File: src/logic/adcs_defs.vh
/*
 * Constants for the converter control block: register offsets, field
 * positions, reset values, saturation codes and timing counts.
 * Assumes a byte-wide register port and a 125 MHz core clock.
 */
`ifndef ADCS_DEFS_VH
`define ADCS_DEFS_VH

// Register offsets on the byte register port.
`define ADCS_OFF_CSR 8'h70
`define ADCS_OFF_RES_HIGH 8'h71
`define ADCS_OFF_RES_LOW 8'h72
`define ADCS_OFF_IRQ_STATUS 8'h73
`define ADCS_OFF_IRQ_MASK 8'h74

// Control/status field positions.
`define ADCS_CSR_DONE 7
`define ADCS_CSR_SPEED 6
`define ADCS_CSR_ON 5
`define ADCS_CSR_RSVD 4
`define ADCS_CSR_CH_HI 3
`define ADCS_CSR_CH_LO 0

// Interrupt status and mask field positions.
`define ADCS_IRQ_DONE 0
`define ADCS_IRQ_SAT 1

// Reset values.
`define ADCS_RST_BYTE 8'h00
`define ADCS_RST_RESULT 10'h000

// Result codes and width.
`define ADCS_RES_BITS 10
`define ADCS_RES_FULL 10'h3FF
`define ADCS_RES_ZERO 10'h000
`define ADCS_RES_MSB 10'h200

// Timing: core clock period and converter settle time after halt.
`define ADCS_CLK_NS 8
`define ADCS_STAB_NS 1000
`define ADCS_STAB_CYC ((`ADCS_STAB_NS + `ADCS_CLK_NS - 1) / `ADCS_CLK_NS)

// Converter clock ticks spent sampling before the first trial.
`define ADCS_SAMPLE_TICKS 3

`endif

File: src/logic/adcs_control.v
/*
 * Control logic of a 10-bit successive approximation converter: byte
 * register port, channel select, continuous conversion, done flag,
 * result packing, saturation, halt handling and one interrupt line.
 * Assumes the analog core supplies a comparator output and two range
 * flags, all asynchronous to core_clk, and that halt_mode comes from
 * the clock controller on core_clk.
 */
`timescale 1ns/10ps
`default_nettype none
`include "adcs_defs.vh"

// Operation
// - Above upper reference gives full-scale code.
// - Below lower reference gives zero code.
// - Converter on starts continuous back-to-back conversions.
// - Each completion loads result, sets done flag.
// - High byte read or control write clears done.
// - Results overwritten directly, no latched copy.
// - Channel change aborts, clears done, restarts.
// - Speed bit picks clock divide four/two.
// - Converter off disables and halts conversion.
// - Channel field is binary input index.
// - High byte bits 9:2, low byte 1:0.
// - Control register writable except done flag.
// - Reset clears control and both results.
// - Wait mode leaves the converter running.
// - Halt disables converter; settle after wakeup.
module adcs_control #(
  parameter SAMPLE_TICKS = `ADCS_SAMPLE_TICKS,
  parameter STAB_CYC = `ADCS_STAB_CYC
) (
  input wire core_clk, // Core clock, 125 MHz.
  input wire reset_n, // Asynchronous system reset, active low.
  input wire [7:0] reg_addr, // Register address.
  input wire [7:0] reg_wdata, // Register write data.
  input wire reg_wr, // Write strobe.
  input wire reg_rd, // Read strobe.
  output reg [7:0] reg_rdata, // Read data, one cycle after the strobe.
  input wire halt_mode, // Device is in halt mode.
  input wire comp_high, // Comparator: input at or above trial code.
  input wire above_upper, // Input above the upper reference.
  input wire below_lower, // Input below the lower reference.
  output wire conv_power, // Powers the analog converter core.
  output wire [3:0] mux_channel, // Analog multiplexer select.
  output reg sample_hold, // High while the core samples the input.
  output reg [9:0] trial_code, // Trial code for the comparator DAC.
  output wire irq // Level interrupt request.
);

  localparam ST_IDLE = 2'd0;
  localparam ST_SAMP = 2'd1;
  localparam ST_SET = 2'd2;
  localparam ST_CMP = 2'd3;

  // Address decode shared by every register strobe.
  function sel;
    input [7:0] addr;
    input [7:0] off;
    begin
      sel = (addr == off);
    end
  endfunction

  reg rst_s1;
  reg rst_n_int;
  reg comp_s1;
  reg comp_s2;
  reg over_s1;
  reg over_s2;
  reg under_s1;
  reg under_s2;
  reg conv_on;
  reg speed;
  reg [3:0] channel_field;
  reg conv_done_flag;
  reg [9:0] result;
  reg [1:0] irq_status;
  reg [1:0] irq_mask;
  reg [1:0] state;
  reg [1:0] div_cnt;
  reg [3:0] bit_idx;
  reg [7:0] samp_cnt;
  reg [15:0] stab_cnt;
  reg halt_d;
  reg done_pulse;
  reg sat_pulse;
  reg [9:0] next_result;

  wire wr_csr;
  wire wr_status;
  wire wr_mask;
  wire rd_high;
  wire active;
  wire restart;
  wire adc_tick;
  wire [9:0] bit_mask;
  wire [9:0] decided;
  wire last_bit;
  wire finish;
  wire settling;
  wire done_clear;
  wire any_sat;
  wire samp_last;
  wire [7:0] csr_view;

  // Release of reset is synchronised; assertion stays asynchronous.
  always @(posedge core_clk or negedge reset_n) begin
    if (!reset_n) begin
      rst_s1 <= 1'b0;
      rst_n_int <= 1'b0;
    end else begin
      rst_s1 <= 1'b1;
      rst_n_int <= rst_s1;
    end
  end

  // Analog levels are asynchronous to the core clock.
  // Only the second stage is read, keeping metastability out of the sequencer.
  always @(posedge core_clk or negedge rst_n_int) begin
    if (!rst_n_int) begin
      comp_s1 <= 1'b0;
      comp_s2 <= 1'b0;
      over_s1 <= 1'b0;
      over_s2 <= 1'b0;
      under_s1 <= 1'b0;
      under_s2 <= 1'b0;
    end else begin
      comp_s1 <= comp_high;
      comp_s2 <= comp_s1;
      over_s1 <= above_upper;
      over_s2 <= over_s1;
      under_s1 <= below_lower;
      under_s2 <= under_s1;
    end
  end

  assign wr_csr = reg_wr & sel(reg_addr, `ADCS_OFF_CSR);
  assign wr_status = reg_wr & sel(reg_addr, `ADCS_OFF_IRQ_STATUS);
  assign wr_mask = reg_wr & sel(reg_addr, `ADCS_OFF_IRQ_MASK);
  assign rd_high = reg_rd & sel(reg_addr, `ADCS_OFF_RES_HIGH);

  // Wait mode has no input here: only halt or the on bit stop work.
  assign active = conv_on & ~halt_mode;
  assign conv_power = active;
  assign mux_channel = channel_field;

  // A channel change while running throws away the conversion in hand.
  // Writing the channel already in use only clears the done flag.
  assign restart = active & wr_csr & (conv_on & reg_wdata[`ADCS_CSR_ON]) &
    (reg_wdata[`ADCS_CSR_CH_HI:`ADCS_CSR_CH_LO] != channel_field);

  // Converter clock enable: every 2nd or every 4th core cycle.
  // A speed change in mid-conversion takes effect from the next tick.
  assign adc_tick = speed ? div_cnt[0] : (div_cnt == 2'b11);

  // The first cycle out of halt still blocks the idle exit while the count loads.
  assign settling = halt_d | (stab_cnt != 16'h0000);

  assign bit_mask = `ADCS_RES_MSB >> bit_idx_shift(bit_idx);
  assign decided = comp_s2 ? trial_code : (trial_code & ~bit_mask);
  assign last_bit = (bit_idx == 4'd0);
  assign finish = active & ~restart & (state == ST_CMP) & adc_tick & last_bit;

  // Either clear path drops the flag; a completion in the same cycle still wins.
  assign done_clear = wr_csr | rd_high;
  assign any_sat = over_s2 | under_s2;
  assign samp_last = (samp_cnt == SAMPLE_TICKS[7:0] - 8'h01);

  // Trial bits count down from the MSB, so the shift is nine minus the index.
  function [3:0] bit_idx_shift;
    input [3:0] idx;
    begin
      bit_idx_shift = 4'd9 - idx;
    end
  endfunction

  // Saturation overrides the approximation at both ends of the range.
  always @* begin
    if (over_s2) begin
      next_result = `ADCS_RES_FULL;
    end else if (under_s2) begin
      next_result = `ADCS_RES_ZERO;
    end else begin
      next_result = decided;
    end
  end

  // Control register; the done flag is not software writable.
  // Channel, speed and on bit all take effect at the write edge.
  always @(posedge core_clk or negedge rst_n_int) begin
    if (!rst_n_int) begin
      conv_on <= 1'b0;
      speed <= 1'b0;
      channel_field <= 4'h0;
      irq_mask <= 2'b00;
    end else begin
      if (wr_csr) begin
        conv_on <= reg_wdata[`ADCS_CSR_ON];
        speed <= reg_wdata[`ADCS_CSR_SPEED];
        channel_field <= reg_wdata[`ADCS_CSR_CH_HI:`ADCS_CSR_CH_LO];
      end
      if (wr_mask) begin
        irq_mask <= reg_wdata[1:0];
      end
    end
  end

  // Settle counter after leaving halt; conversions wait for it.
  // The count loads on the first cycle out of halt and runs down to zero.
  always @(posedge core_clk or negedge rst_n_int) begin
    if (!rst_n_int) begin
      halt_d <= 1'b0;
      stab_cnt <= 16'h0000;
    end else begin
      halt_d <= halt_mode;
      if (halt_d & ~halt_mode) begin
        stab_cnt <= STAB_CYC[15:0];
      end else if (stab_cnt != 16'h0000) begin
        stab_cnt <= stab_cnt - 16'h0001;
      end
    end
  end

  // Conversion sequencer: sample, then one set and one decide per bit.
  // The divider runs free from the idle exit, so a decide falls two ticks, at least four
  // core cycles, after its trial code and the comparator synchroniser has caught up.
  // A conversion lasts SAMPLE_TICKS plus twenty converter clock periods.
  always @(posedge core_clk or negedge rst_n_int) begin
    if (!rst_n_int) begin
      state <= ST_IDLE;
      div_cnt <= 2'b00;
      bit_idx <= 4'd9;
      samp_cnt <= 8'h00;
      trial_code <= 10'h000;
      sample_hold <= 1'b0;
    end else if (!active) begin
      state <= ST_IDLE;
      div_cnt <= 2'b00;
      samp_cnt <= 8'h00;
      trial_code <= 10'h000;
      sample_hold <= 1'b0;
    end else if (restart) begin
      state <= ST_SAMP;
      div_cnt <= 2'b00;
      samp_cnt <= 8'h00;
      trial_code <= 10'h000;
      sample_hold <= 1'b1;
    end else begin
      div_cnt <= (state == ST_IDLE) ? 2'b00 : div_cnt + 2'b01;
      case (state)
        ST_IDLE: begin
          if (!settling) begin
            state <= ST_SAMP;
            sample_hold <= 1'b1;
            samp_cnt <= 8'h00;
          end
        end
        ST_SAMP: begin
          if (adc_tick) begin
            if (samp_last) begin
              state <= ST_SET;
              sample_hold <= 1'b0;
              bit_idx <= 4'd9;
              trial_code <= `ADCS_RES_MSB;
            end else begin
              samp_cnt <= samp_cnt + 8'h01;
            end
          end
        end
        ST_SET: begin
          if (adc_tick) begin
            state <= ST_CMP;
          end
        end
        ST_CMP: begin
          if (adc_tick) begin
            if (last_bit) begin
              state <= ST_SAMP;
              sample_hold <= 1'b1;
              samp_cnt <= 8'h00;
              trial_code <= 10'h000;
            end else begin
              state <= ST_SET;
              bit_idx <= bit_idx - 4'd1;
              trial_code <= decided | (bit_mask >> 1);
            end
          end
        end
        default: begin
          state <= ST_IDLE;
        end
      endcase
    end
  end

  // Result and done flag; a completion beats a clear in the same cycle.
  // Both bytes come from one register, so a read pair that straddles a
  // completion mixes two conversions; software must finish the pair in time.
  always @(posedge core_clk or negedge rst_n_int) begin
    if (!rst_n_int) begin
      result <= `ADCS_RST_RESULT;
      conv_done_flag <= 1'b0;
      done_pulse <= 1'b0;
      sat_pulse <= 1'b0;
    end else begin
      done_pulse <= finish;
      sat_pulse <= finish & any_sat;
      if (finish) begin
        result <= next_result;
        conv_done_flag <= 1'b1;
      end else if (done_clear) begin
        conv_done_flag <= 1'b0;
      end
    end
  end

  // Sticky interrupt events, cleared by writing one; set wins.
  always @(posedge core_clk or negedge rst_n_int) begin
    if (!rst_n_int) begin
      irq_status <= 2'b00;
    end else begin
      irq_status[`ADCS_IRQ_DONE] <= done_pulse |
        (irq_status[`ADCS_IRQ_DONE] & ~(wr_status & reg_wdata[`ADCS_IRQ_DONE]));
      irq_status[`ADCS_IRQ_SAT] <= sat_pulse |
        (irq_status[`ADCS_IRQ_SAT] & ~(wr_status & reg_wdata[`ADCS_IRQ_SAT]));
    end
  end

  // The line stays high while any unmasked event bit is set.
  assign irq = |(irq_status & irq_mask);

  // Reserved bit four always reads zero, whatever software wrote there.
  assign csr_view = {conv_done_flag, speed, conv_on, 1'b0, channel_field};

  // Read data stand for exactly the cycle after the strobe.
  // Idle cycles return zero, so a late sample never sees stale data.
  always @(posedge core_clk or negedge rst_n_int) begin
    if (!rst_n_int) begin
      reg_rdata <= `ADCS_RST_BYTE;
    end else if (reg_rd) begin
      case (reg_addr)
        `ADCS_OFF_CSR: begin
          reg_rdata <= csr_view;
        end
        `ADCS_OFF_RES_HIGH: begin
          reg_rdata <= result[9:2];
        end
        `ADCS_OFF_RES_LOW: begin
          reg_rdata <= {6'b000000, result[1:0]};
        end
        `ADCS_OFF_IRQ_STATUS: begin
          reg_rdata <= {6'b000000, irq_status};
        end
        `ADCS_OFF_IRQ_MASK: begin
          reg_rdata <= {6'b000000, irq_mask};
        end
        default: begin
          reg_rdata <= 8'h00;
        end
      endcase
    end else begin
      reg_rdata <= 8'h00;
    end
  end

endmodule // adcs_control
`default_nettype wire

File: config.mk
export PLATFORM = sky130hd
export DESIGN_NAME = adcs_control
export DESIGN_NICKNAME = d
export VERILOG_FILES = /design/src/logic/adcs_control.v
export VERILOG_INCLUDE_DIRS = /design/src /design/src/logic
export SDC_FILE = /design/constraint.sdc
export NUM_CORES = 1
export LEC_CHECK = 0
export BUFFER_PORTS_ARGS = -buffer_cell sky130_fd_sc_hd__buf_4
export CORE_MARGIN = 5
export CORE_UTILIZATION = 60
export CTS_BUF_LIST = sky130_fd_sc_hd__clkbuf_4 sky130_fd_sc_hd__clkbuf_8 sky130_fd_sc_hd__clkbuf_16
export DETAILED_ROUTE_END_ITERATION = 8
export GPL_TIMING_DRIVEN = 1
export PLACE_DENSITY_LB_ADDON = 0.05
export SYNTH_ARGS = -nofsm -noshare
export SYNTH_HDL_FRONTEND = slang
export SYNTH_SLANG_ARGS = --single-unit
File: constraint.sdc
create_clock -name core_clk -period 3.7 [get_ports core_clk]
set_input_delay 0.555 -clock core_clk [delete_from_list [all_inputs] [get_ports core_clk]]
set_output_delay 0.555 -clock core_clk [all_outputs]
set_load 0.02 [all_outputs]
==> results.tsv, run 1 <==
stage	metric	value	unit
status	status	finished clean	
worst_setup_path	reg2reg_to	result[5]	
grt	grtUsageMet1	0.314	
detailed_routing	firstDrtPassIters	6	
clock_tree	h-tree-depth	3	
worst_hold_path	hold_class	in -> reg	
synthesis	synthTopCellsByCount	dfrtp_1 (81), nor2_1 (39), nand2_1 (31), a21oi_1 (29), o21ai_0 (22)	
synthesis	yosys.area.top_type	dfrtp_1	
synthesis	synth_area_leaders	dfrtp_1 (48%), mux2_2 (3.8%), nor2_1 (3.5%)	
synthesis	ys_seq_elements	83	
layout	final_nets	499	
grt	grt_pass1_wl	15.3	mm
grt	antenna_found_initial	0	
detailed_routing	ant_nets	0	
clock_tree	cts.clk_slew.worst_paths	80	ps
worst_setup_path	worstSetupEndpointType	flip-flop	
timing	finalSetupViolCount	0	
synthesis	ys_types	55	
clock_tree	post_cts.repair.setup_buffers	0	
timing	drv_slew	0	
synthesis	seq_area_frac_synth	0.497	
worst_setup_path	worst_path_max_delay_cell	and2b_1	
timing	max_freq	379	MHz
worst_setup_path	cp_slowest_stage_delay	560	ps
floorplanning	core_area	6790	µm²
worst_setup_path	rr_worst_depth	6	
timing	setup_tns	0	ps
detailed_routing	initialDrtViolationCount	188	
worst_setup_path	crit_type	reg -> reg	
synthesis	yosysTopAreaCellShare	0.484	
timing	finalCriticalPeriod	2640	ps
worst_setup_path	cp-startpoint	bit_idx[1]	
synthesis	synthArstFlopShare	1.00	
layout	diodes	0	
detailed_routing	routedWlPerCell	15.9	µm
timing	worst-slew-pin-transition	1090	ps
placement	place_hpwl	6.37	mm
timing	relSlewSlack	0.267	
grt	grtUsageMet2	0.334	
pwr	ir_drop	0.268	mV
worst_setup_path	crit_chain	inv_1, ha_1, or3b_1, nor3_1, and2b_1, mux2_2	
worst_setup_path	reg2reg_from	bit_idx[1]	
pwr	power.density	368	nW/µm²
layout	design_area	4830	µm²
timing	min_period_over_period	0.713	
pwr	p_leak	2.15	nW
floorplanning	dieArea	8750	µm²
detailed_routing	routed_wl	9.03	mm
placement	place_congestion	0.867	
layout	num-fill-cells	515	
clock_tree	root_buffer	clkbuf_8	
worst_hold_path	min_from	below_lower	
worst_setup_path	start_kind	flip-flop	
clock_tree	clk_latency	360	ps
worst_setup_path	cp_num_cells	6	
worst_setup_path	cp.required	3940	ps
clock_tree	cts_resized	0	
layout	area_growth	15.4	%
synthesis	synth_flop_cell	dfrtp_1	
timing	finalHoldViolations	0	
floorplanning	std_cell_rows	30	
job	maxCapViolCount	0	
grt	gr-total-overflow	0	
grt	grt_max_degree	82	
worst_setup_path	critPathArrivalTime	2880	ps
grt	grt_usage	0.220	
clock_tree	cts_buffers	9	
grt	grt_pass1_vias	3159	
synthesis	avgSynthCellArea	9.99	µm²
timing	rsz0062_at_grt	false	
floorplanning	initial_utilization	0.616	
synthesis	synth_cells	419	
layout	final_layout_size_suffix_gt1_frac	0.198	
synthesis	synth_nets	453	
detailed_routing	drc	0	
detailed_routing	vias	3309	
floorplanning	die_h	93.5	µm
clock_tree	cts_tree	yes	
worst_setup_path	cp-endpoint	result[5]	
clock_tree	clockBufferDepth	2	
worst_setup_path	critical_path.top_delay_family	simple AND/OR/NAND/NOR gates	
timing	clock_skew	5.78	ps
synthesis	netlist_area	4190	µm²
grt	met3_usage	0.0370	
synthesis	synth-edff-count	0	
worst_setup_path	critPathMaxFanout	13	
placement	portBuffers	46	
synthesis	yosysWarningCount	0	
grt	grt_most_used_layer	met2	
clock_tree	numClockSinks	83	
floorplanning	io_pins	49	
floorplanning	die_x	93.5	µm
detailed_routing	vias_per_cell	5.85	
worst_setup_path	crit_buf_inv	1	
synthesis	yosysMostFrequentCell	dfrtp_1	
placement	place_area	4620	µm²
worst_setup_path	r2r_slack	1060	ps
## repair_timing
| item | 4_1_cts | 5_1_grt |
|---|---|---|
| endpoints found under the setup margin | 0 | 0 |
| endpoints found under the hold margin | 2 | 0 |
| hold buffers | 1 | 0 |
## cell families after synthesis
family	share of synthesized area
AOI/OAI and AO/OA	0.146
xor gates and xnor gates	0.0314
adders and majority gates	0.0299
buffers and inverters	0.0314
DFF	0.497
muxes	0.0640
other	0.000896
and+or+nand+nor	0.200
## metal layers
metal  wire, µm  vias to the layer above
li1           -                     1593
met1       4280                     1598
met2       4110                      104
met3        473                       14
met4        159                        0
met5          0                        -
## final cells by class
cell class | count | area [µm²] | area share
sequential | 83 | 2080 | 0.431
multi-input combinational | 304 | 1990 | 0.412
inverter | 19 | 71.3 | 0.0148
tap | 96 | 120 | 0.0249
timing repair buffer | 48 | 363 | 0.0751
clock buffer | 12 | 153 | 0.0316
clock inverter | 4 | 50.0 | 0.0104
## how the worst min path moves through the flow
stage,endpoint,slack (ps),depth (start not counted)
finish,under_s1,300,1
global route,over_s1,290,1
CTS,comp_s1,280,1
detailed placement,rst_s1,340,1
global placement,rst_s1,340,1
floorplan,rst_n_int,260,0
## through the flow
stage          hold WS, ps  power, W  instances  setup WS, ps  utilization
4_1_cts                284   0.00179        566          1040        0.711
6_report               301   0.00178        566          1060        0.711
2_1_floorplan          259   0.00107        419          1220            -
3_3_place_gp           336   0.00112        549          1010        0.680
5_1_grt                286   0.00185        566           883        0.711
3_5_place_dp           336   0.00112        549           997        0.680
## cell usage in the layout (no fill, tap or decap), drive strengths merged, types with 2 or more instances in the layout
cell type	count
dfrtp	81
buf	47
nor2	40
nand2	31
a21oi	29
o21ai	22
inv	19
nand3	18
nor3	16
xor2	14
mux2	14
clkbuf	12
mux2i	11
ha	10
a31oi	9
nand4	9
and3	7
a22o	6
nand2b	5
nor2b	5
nor4	5
o31ai	5
a211oi	5
and2	4
or3	4
o21bai	4
a21o	3
nor3b	3
o41ai	2
a41oi	2
nand4b	2
o211a	2
dfstp	2
clkinvlp	2
nor4b	2
## power by group
part | internal (W) | switching, W | leakage, nW
combinational | 0.0000565 | 0.0000650 | 0.986
clock | 0.000344 | 0.000323 | 0.0994
sequential | 0.000934 | 0.0000526 | 1.06
total | 0.00134 | 0.000441 | 2.15
## flip-flops by register name (all words and copies together) (netlist names), 2 cells and up
name and flops:
div_cnt 2, bit_idx 4, result 10, samp_cnt 8, irq_mask 2, reg_rdata 8
mux_channel 4, stab_cnt 16, trial_code 10, state 2, irq_status 2
(Power assumes the default switching activity.)
==> inputs of run 2 (changes only) <==
- CORE_UTILIZATION: 60 -> 53
- clock period: 3.7 -> 2.2 ns (I/O delays scaled with it)
==> run 2 against run 1 <==
Compared with the run above:
- first-iteration DRC count fell by 32%
- power rose by 66%
- combinational power rose by 99%
- utilization fell by 6.1 points
- non-clock buffer count rose by 21
- die area rose by 12%
==> results.tsv, run 2 (same netlist as run 1, synthesis figures left out) <==
stage	metric	value	unit
worst_setup_path	critical_path.top_delay_family	simple AND/OR/NAND/NOR gates	
layout	diodes	0	
floorplanning	io_pins	49	
worst_hold_path	min_from	comp_high	
grt	grt_usage	0.203	
pwr	sw_frac_of_total	0.251	
pwr	total_power	0.00296	W
layout	multi_input_area	2020	µm²
placement	portBuffers	46	
pwr	p_leak	2.25	nW
floorplanning	core_area	7730	µm²
detailed_routing	vias	3374	
worst_setup_path	critPathArrivalTime	2360	ps
timing	finalSetupViolCount	0	
detailed_routing	initialDrtViolationCount	127	
detailed_routing	drc	0	
pwr	p_seq_frac	0.557	
layout	area_growth	20.0	%
grt	grt_pass1_wl	16.2	mm
pwr	p_clk_frac	0.361	
timing	finalCriticalPeriod	2070	ps
worst_setup_path	worstSetupEndpointType	flip-flop	
detailed_routing	ant_nets	0	
worst_setup_path	worst_path_max_delay_cell	dfstp_2	
worst_setup_path	start_kind	flip-flop	
status	status	finished clean	
clock_tree	clockBufferDepth	2	
worst_setup_path	cp.required	2490	ps
layout	largest_reg_flops	16	
timing	clock_skew	14.5	ps
timing	max_freq	483	MHz
layout	top_register	stab_cnt	
pwr	pwr-share-comb	0.082	
worst_hold_path	min_delay_path_depth	1	
clock_tree	cts_tree	yes	
floorplanning	initial_utilization	0.542	
pwr	p_sw	0.000741	W
timing	min_period_over_period	0.941	
worst_setup_path	reg2reg_from	bit_idx[0]	
floorplanning	die_h	98.9	µm
timing	drv_slew	0	
layout	layout.cells.most_common	dfrtp_1	
timing	finalHoldViolations	0	
clock_tree	clk_latency	360	ps
grt	antenna_found_initial	0	
detailed_routing	routed_wl	9.34	mm
worst_setup_path	r2r_slack	130	ps
worst_hold_path	hold_class	in -> reg	
pwr	power.density	588	nW/µm²
worst_hold_path	hold_end	comp_s1	
grt	grt_max_degree	45	
timing	relSlewSlack	0.643	
pwr	p_int	0.00221	W
floorplanning	dieArea	9780	µm²
worst_setup_path	cp_slowest_stage_delay	390	ps
timing	worst-slew-pin-transition	535	ps
placement	place_congestion	0.866	
worst_setup_path	reg2reg_to	samp_cnt[1]	
layout	reg.largest.list	stab_cnt: 16 flops, result: 10 flops, trial_code: 10 flops	
layout	num-fill-cells	652	
worst_setup_path	rr_worst_depth	9	
clock_tree	h-tree-depth	3	
worst_setup_path	crit_buf_inv	3	
detailed_routing	vias_per_cell	5.70	
floorplanning	die_x	98.9	µm
layout	final_nets	520	
pwr	ir_drop	0.287	mV
grt	grt_pass1_vias	3266	
detailed_routing	firstDrtPassIters	4	
timing	whs	75.7	ps
clock_tree	cts.clk_slew.worst_paths	80	ps
worst_setup_path	crit_chain	inv_1, ha_1, or3b_1, nor3_2, buf_4, a211oi_2, buf_4, or3_1, a21oi_1	
worst_setup_path	crit_type	reg -> reg	
layout	final_cell_mix	dfrtp_1 (80), buf_4 (67), nor2_1 (39)	
timing	setup_tns	0	ps
clock_tree	root_buffer	clkbuf_8	
clock_tree	cts_buffers	9	
grt	gr-total-overflow	0	
placement	place_hpwl	6.66	mm
worst_setup_path	crit_top_cell	buf_4	
layout	ff_latch_area	2080	µm²
detailed_routing	routedWlPerCell	15.8	µm
job	maxCapViolCount	0	
layout	final_layout_size_suffix_gt1_frac	0.241	
clock_tree	numClockSinks	83	
floorplanning	std_cell_rows	32	
worst_setup_path	critPathMaxFanout	9	
run 2: how the worst max path moves through the flow:
stage / startpoint / to / slack (ps) / cells after the start
floorplan: bit_idx[1] / result[1] / 140 / 6
global placement: bit_idx[1] / result[5] / 130 / 7
detailed placement: bit_idx[1] / result[5] / 100 / 7
CTS: stab_cnt[0] / samp_cnt[1] / 90 / 8
global route: bit_idx[0] / samp_cnt[1] / -3 / 9
finish: bit_idx[0] / samp_cnt[1] / 130 / 9
run 2: routing by layer:
metal / global-route usage / vias up / wire length (µm)
li1: - / 1640 / -
met1: 0.291 / 1651 / 4490
met2: 0.308 / 76 / 4270
met3: 0.0616 / 7 / 489
met4: 0.0420 / 0 / 91
met5: 0 / - / 0
run 2: timing repair:
item	in CTS	in global routing
hold endpoints to repair	2	0
resized for setup	0	6
buffers inserted	0	0
endpoints found under the setup margin	0	20
hold buffers	1	0
run 2: cell type report:
class | count | area share
clock inverters | 5 | 0.0110
clock buffers | 10 | 0.0262
well taps | 102 | 0.0254
inverters | 19 | 0.0142
multi-input cells | 304 | 0.402
flip-flops and latches | 83 | 0.415
repair buffers | 69 | 0.106
run 2: power groups by stage:
stage	clock, W	sequential, W	combinational (W)
detailed placement	0	0.00167	0.000242
global route	0.00116	0.00166	0.000273
CTS	0.00109	0.00164	0.000244
global placement	0	0.00167	0.000237
floorplan	0	0.00167	0.000129
finish	0.00107	0.00165	0.000243
run 2: through the flow:
stage / area, µm² / util / setup WS (ps) / instances
after floorplan: 4190 / - / 144 / 419
after global placement: 4790 / 0.620 / 126 / 576
after detailed placement: 4790 / 0.620 / 104 / 576
after CTS: 4990 / 0.646 / 93.7 / 592
after global routing: 5020 / 0.650 / -2.80 / 592
final: 5020 / 0.650 / 129 / 592
==> inputs of run 3 (changes only) <==
- PLACE_DENSITY: not set -> 0.84
- PLACE_DENSITY_LB_ADDON: 0.05 -> not set
==> run 3 against run 2 <==
Compared with the run above:
- sequential share of layout area increased by 0.19 points
- first-iteration DRC count increased by 92%
- non-clock buffer count decreased by 5
- maximum frequency decreased by 2.0%
- largest power group unchanged
- critical endpoint unchanged
- cell count decreased by 0.68%
==> results.tsv, run 3 (same netlist as run 1, synthesis figures left out) <==
stage	metric	value	unit
floorplanning	core_area	7730	µm²
detailed_routing	top_layer_used	met4	
timing	clock_skew	10.3	ps
floorplanning	die_x	98.9	µm
timing	finalHoldViolations	0	
grt	grt_pass1_vias	3318	
clock_tree	clockBufferDepth	2	
job	maxCapViolCount	0	
layout	design_area	5000	µm²
timing	min_period_over_period	0.961	
timing	drv_slew	0	
placement	portBuffers	46	
timing	max_freq	473	MHz
detailed_routing	routed_wl	9.31	mm
detailed_routing	vias	3431	
clock_tree	cts_buffers	9	
clock_tree	post_cts.repair.setup_buffers	0	
placement	place_hpwl	6.59	mm
floorplanning	io_pins	49	
grt	antenna_found_initial	0	
floorplanning	initial_utilization	0.542	
detailed_routing	routed-wl-met3	578	µm
layout	diodes	0	
detailed_routing	met2_length	4.45	mm
floorplanning	die_h	98.9	µm
detailed_routing	m1WireLength	4.09	mm
worst_setup_path	critPathArrivalTime	2390	ps
placement	place_congestion	0.871	
timing	whs	73.6	ps
grt	grt_max_degree	50	
timing	relSlewSlack	0.487	
worst_hold_path	hold_class	in -> reg	
detailed_routing	vias_per_cell	5.84	
worst_setup_path	cp_slowest_stage_delay	430	ps
layout	reg.largest.list	stab_cnt: 16 flops, result: 10 flops, trial_code: 10 flops	
clock_tree	cts_tree	yes	
detailed_routing	initialDrtViolationCount	244	
layout	final_layout_size_suffix_gt1_frac	0.233	
worst_setup_path	cp.required	2480	ps
layout	top_register	stab_cnt	
clock_tree	root_buffer	clkbuf_8	
clock_tree	cts.clk_slew.worst_paths	90	ps
floorplanning	dieArea	9780	µm²
timing	finalSetupViolCount	0	
detailed_routing	routedWlPerCell	15.8	µm
detailed_routing	ant_nets	0	
detailed_routing	drc	0	
worst_setup_path	critPathMaxFanout	9	
layout	final_cell_mix	dfrtp_1 (80), buf_4 (62), nor2_1 (39)	
clock_tree	clk_latency	350	ps
clock_tree	h-tree-depth	3	
clock_tree	numClockSinks	83	
worst_setup_path	start_kind	flip-flop	
pwr	power.density	596	nW/µm²
pwr	total_power	0.00298	W
grt	grt_usage	0.197	
layout	largest_reg_flops	16	
layout	utilization	0.647	
layout	final_nets	515	
placement	place_area	4760	µm²
timing	setup_tns	0	ps
worst_setup_path	worstSetupEndpointType	flip-flop	
detailed_routing	firstDrtPassIters	5	
status	status	finished clean	
layout	layout.cells.most_common	dfrtp_1	
pwr	ir_drop	0.350	mV
grt	grt_pass1_wl	15.8	mm
pwr	p_leak	2.23	nW
worst_setup_path	crit_type	reg -> reg	
grt	gr-total-overflow	0	
timing	worst-slew-pin-transition	767	ps
worst_setup_path	crit_chain	inv_1, ha_1, or3b_1, nor3_2, buf_4, a211oi_4, or3_1, a21oi_1	
floorplanning	std_cell_rows	32	
timing	finalCriticalPeriod	2110	ps
worst_setup_path	worst_path_max_delay_cell	or3b_1	
layout	area_growth	19.5	%
run 3: per-layer routing:
metal  GRT usage  vias to the layer above
met3      0.0354                       15
met4      0.0704                        0
met5           0                        -
met2       0.312                      122
li1            -                     1625
met1       0.272                     1669
run 3: final cells by class:
cell class	instances	area, µm²
multi-input cells	304	2030
well taps	102	128
inverters	19	71.3
flip-flops and latches	83	2080
repair buffers	64	495
clock inverters	6	66.3
fillers	590	2730
clock buffers	10	131
run 3: final timing paths:
kind / from / to / slack, ps / cells after the start
worst max register to register: bit_idx[1] / samp_cnt[1] / 90 / 8
max in group asynchronous: rst_n_int / irq_mask[1] / 1330 / 1
worst max-delay path: bit_idx[1] / samp_cnt[1] / 90 / 8
worst min register to register: rst_n_int / stab_cnt[13] / 270 / 0
min in group asynchronous: rst_n_int / stab_cnt[13] / 270 / 0
worst min-delay path: below_lower / under_s1 / 70 / 1
run 3: what timing repair did:
item	CTS	global route
hold buffers	1	0
hold endpoints to repair	2	0
endpoints found under the setup margin	0	21
resized for setup	0	6
run 3: metrics by stage:
| stage | setup WS [ps] | std cells |
|---|---|---|
| 2_1_floorplan | 144 | 419 |
| 3_3_place_gp | 94.2 | 571 |
| 3_5_place_dp | 39.3 | 571 |
| 4_1_cts | 20.4 | 588 |
| 5_1_grt | -24.9 | 588 |
| 6_report | 86.7 | 588 |
run 3: power by group:
group,total [W],leakage [nW],switching [W],internal (W)
Clock,0.00110,0.0919,0.000559,0.000537
Sequential,0.00165,1.06,0.0000750,0.00157
Combinational,0.000237,1.08,0.000130,0.000107
run 3: worst max-delay path, delay by kind of cell, from the launching register on:
family / cells / cell delay, ps
simple gates: 3 / 940
buf+inv: 2 / 290
flops: 1 / 410
fa+ha+maj: 1 / 200
compound gates: 2 / 200
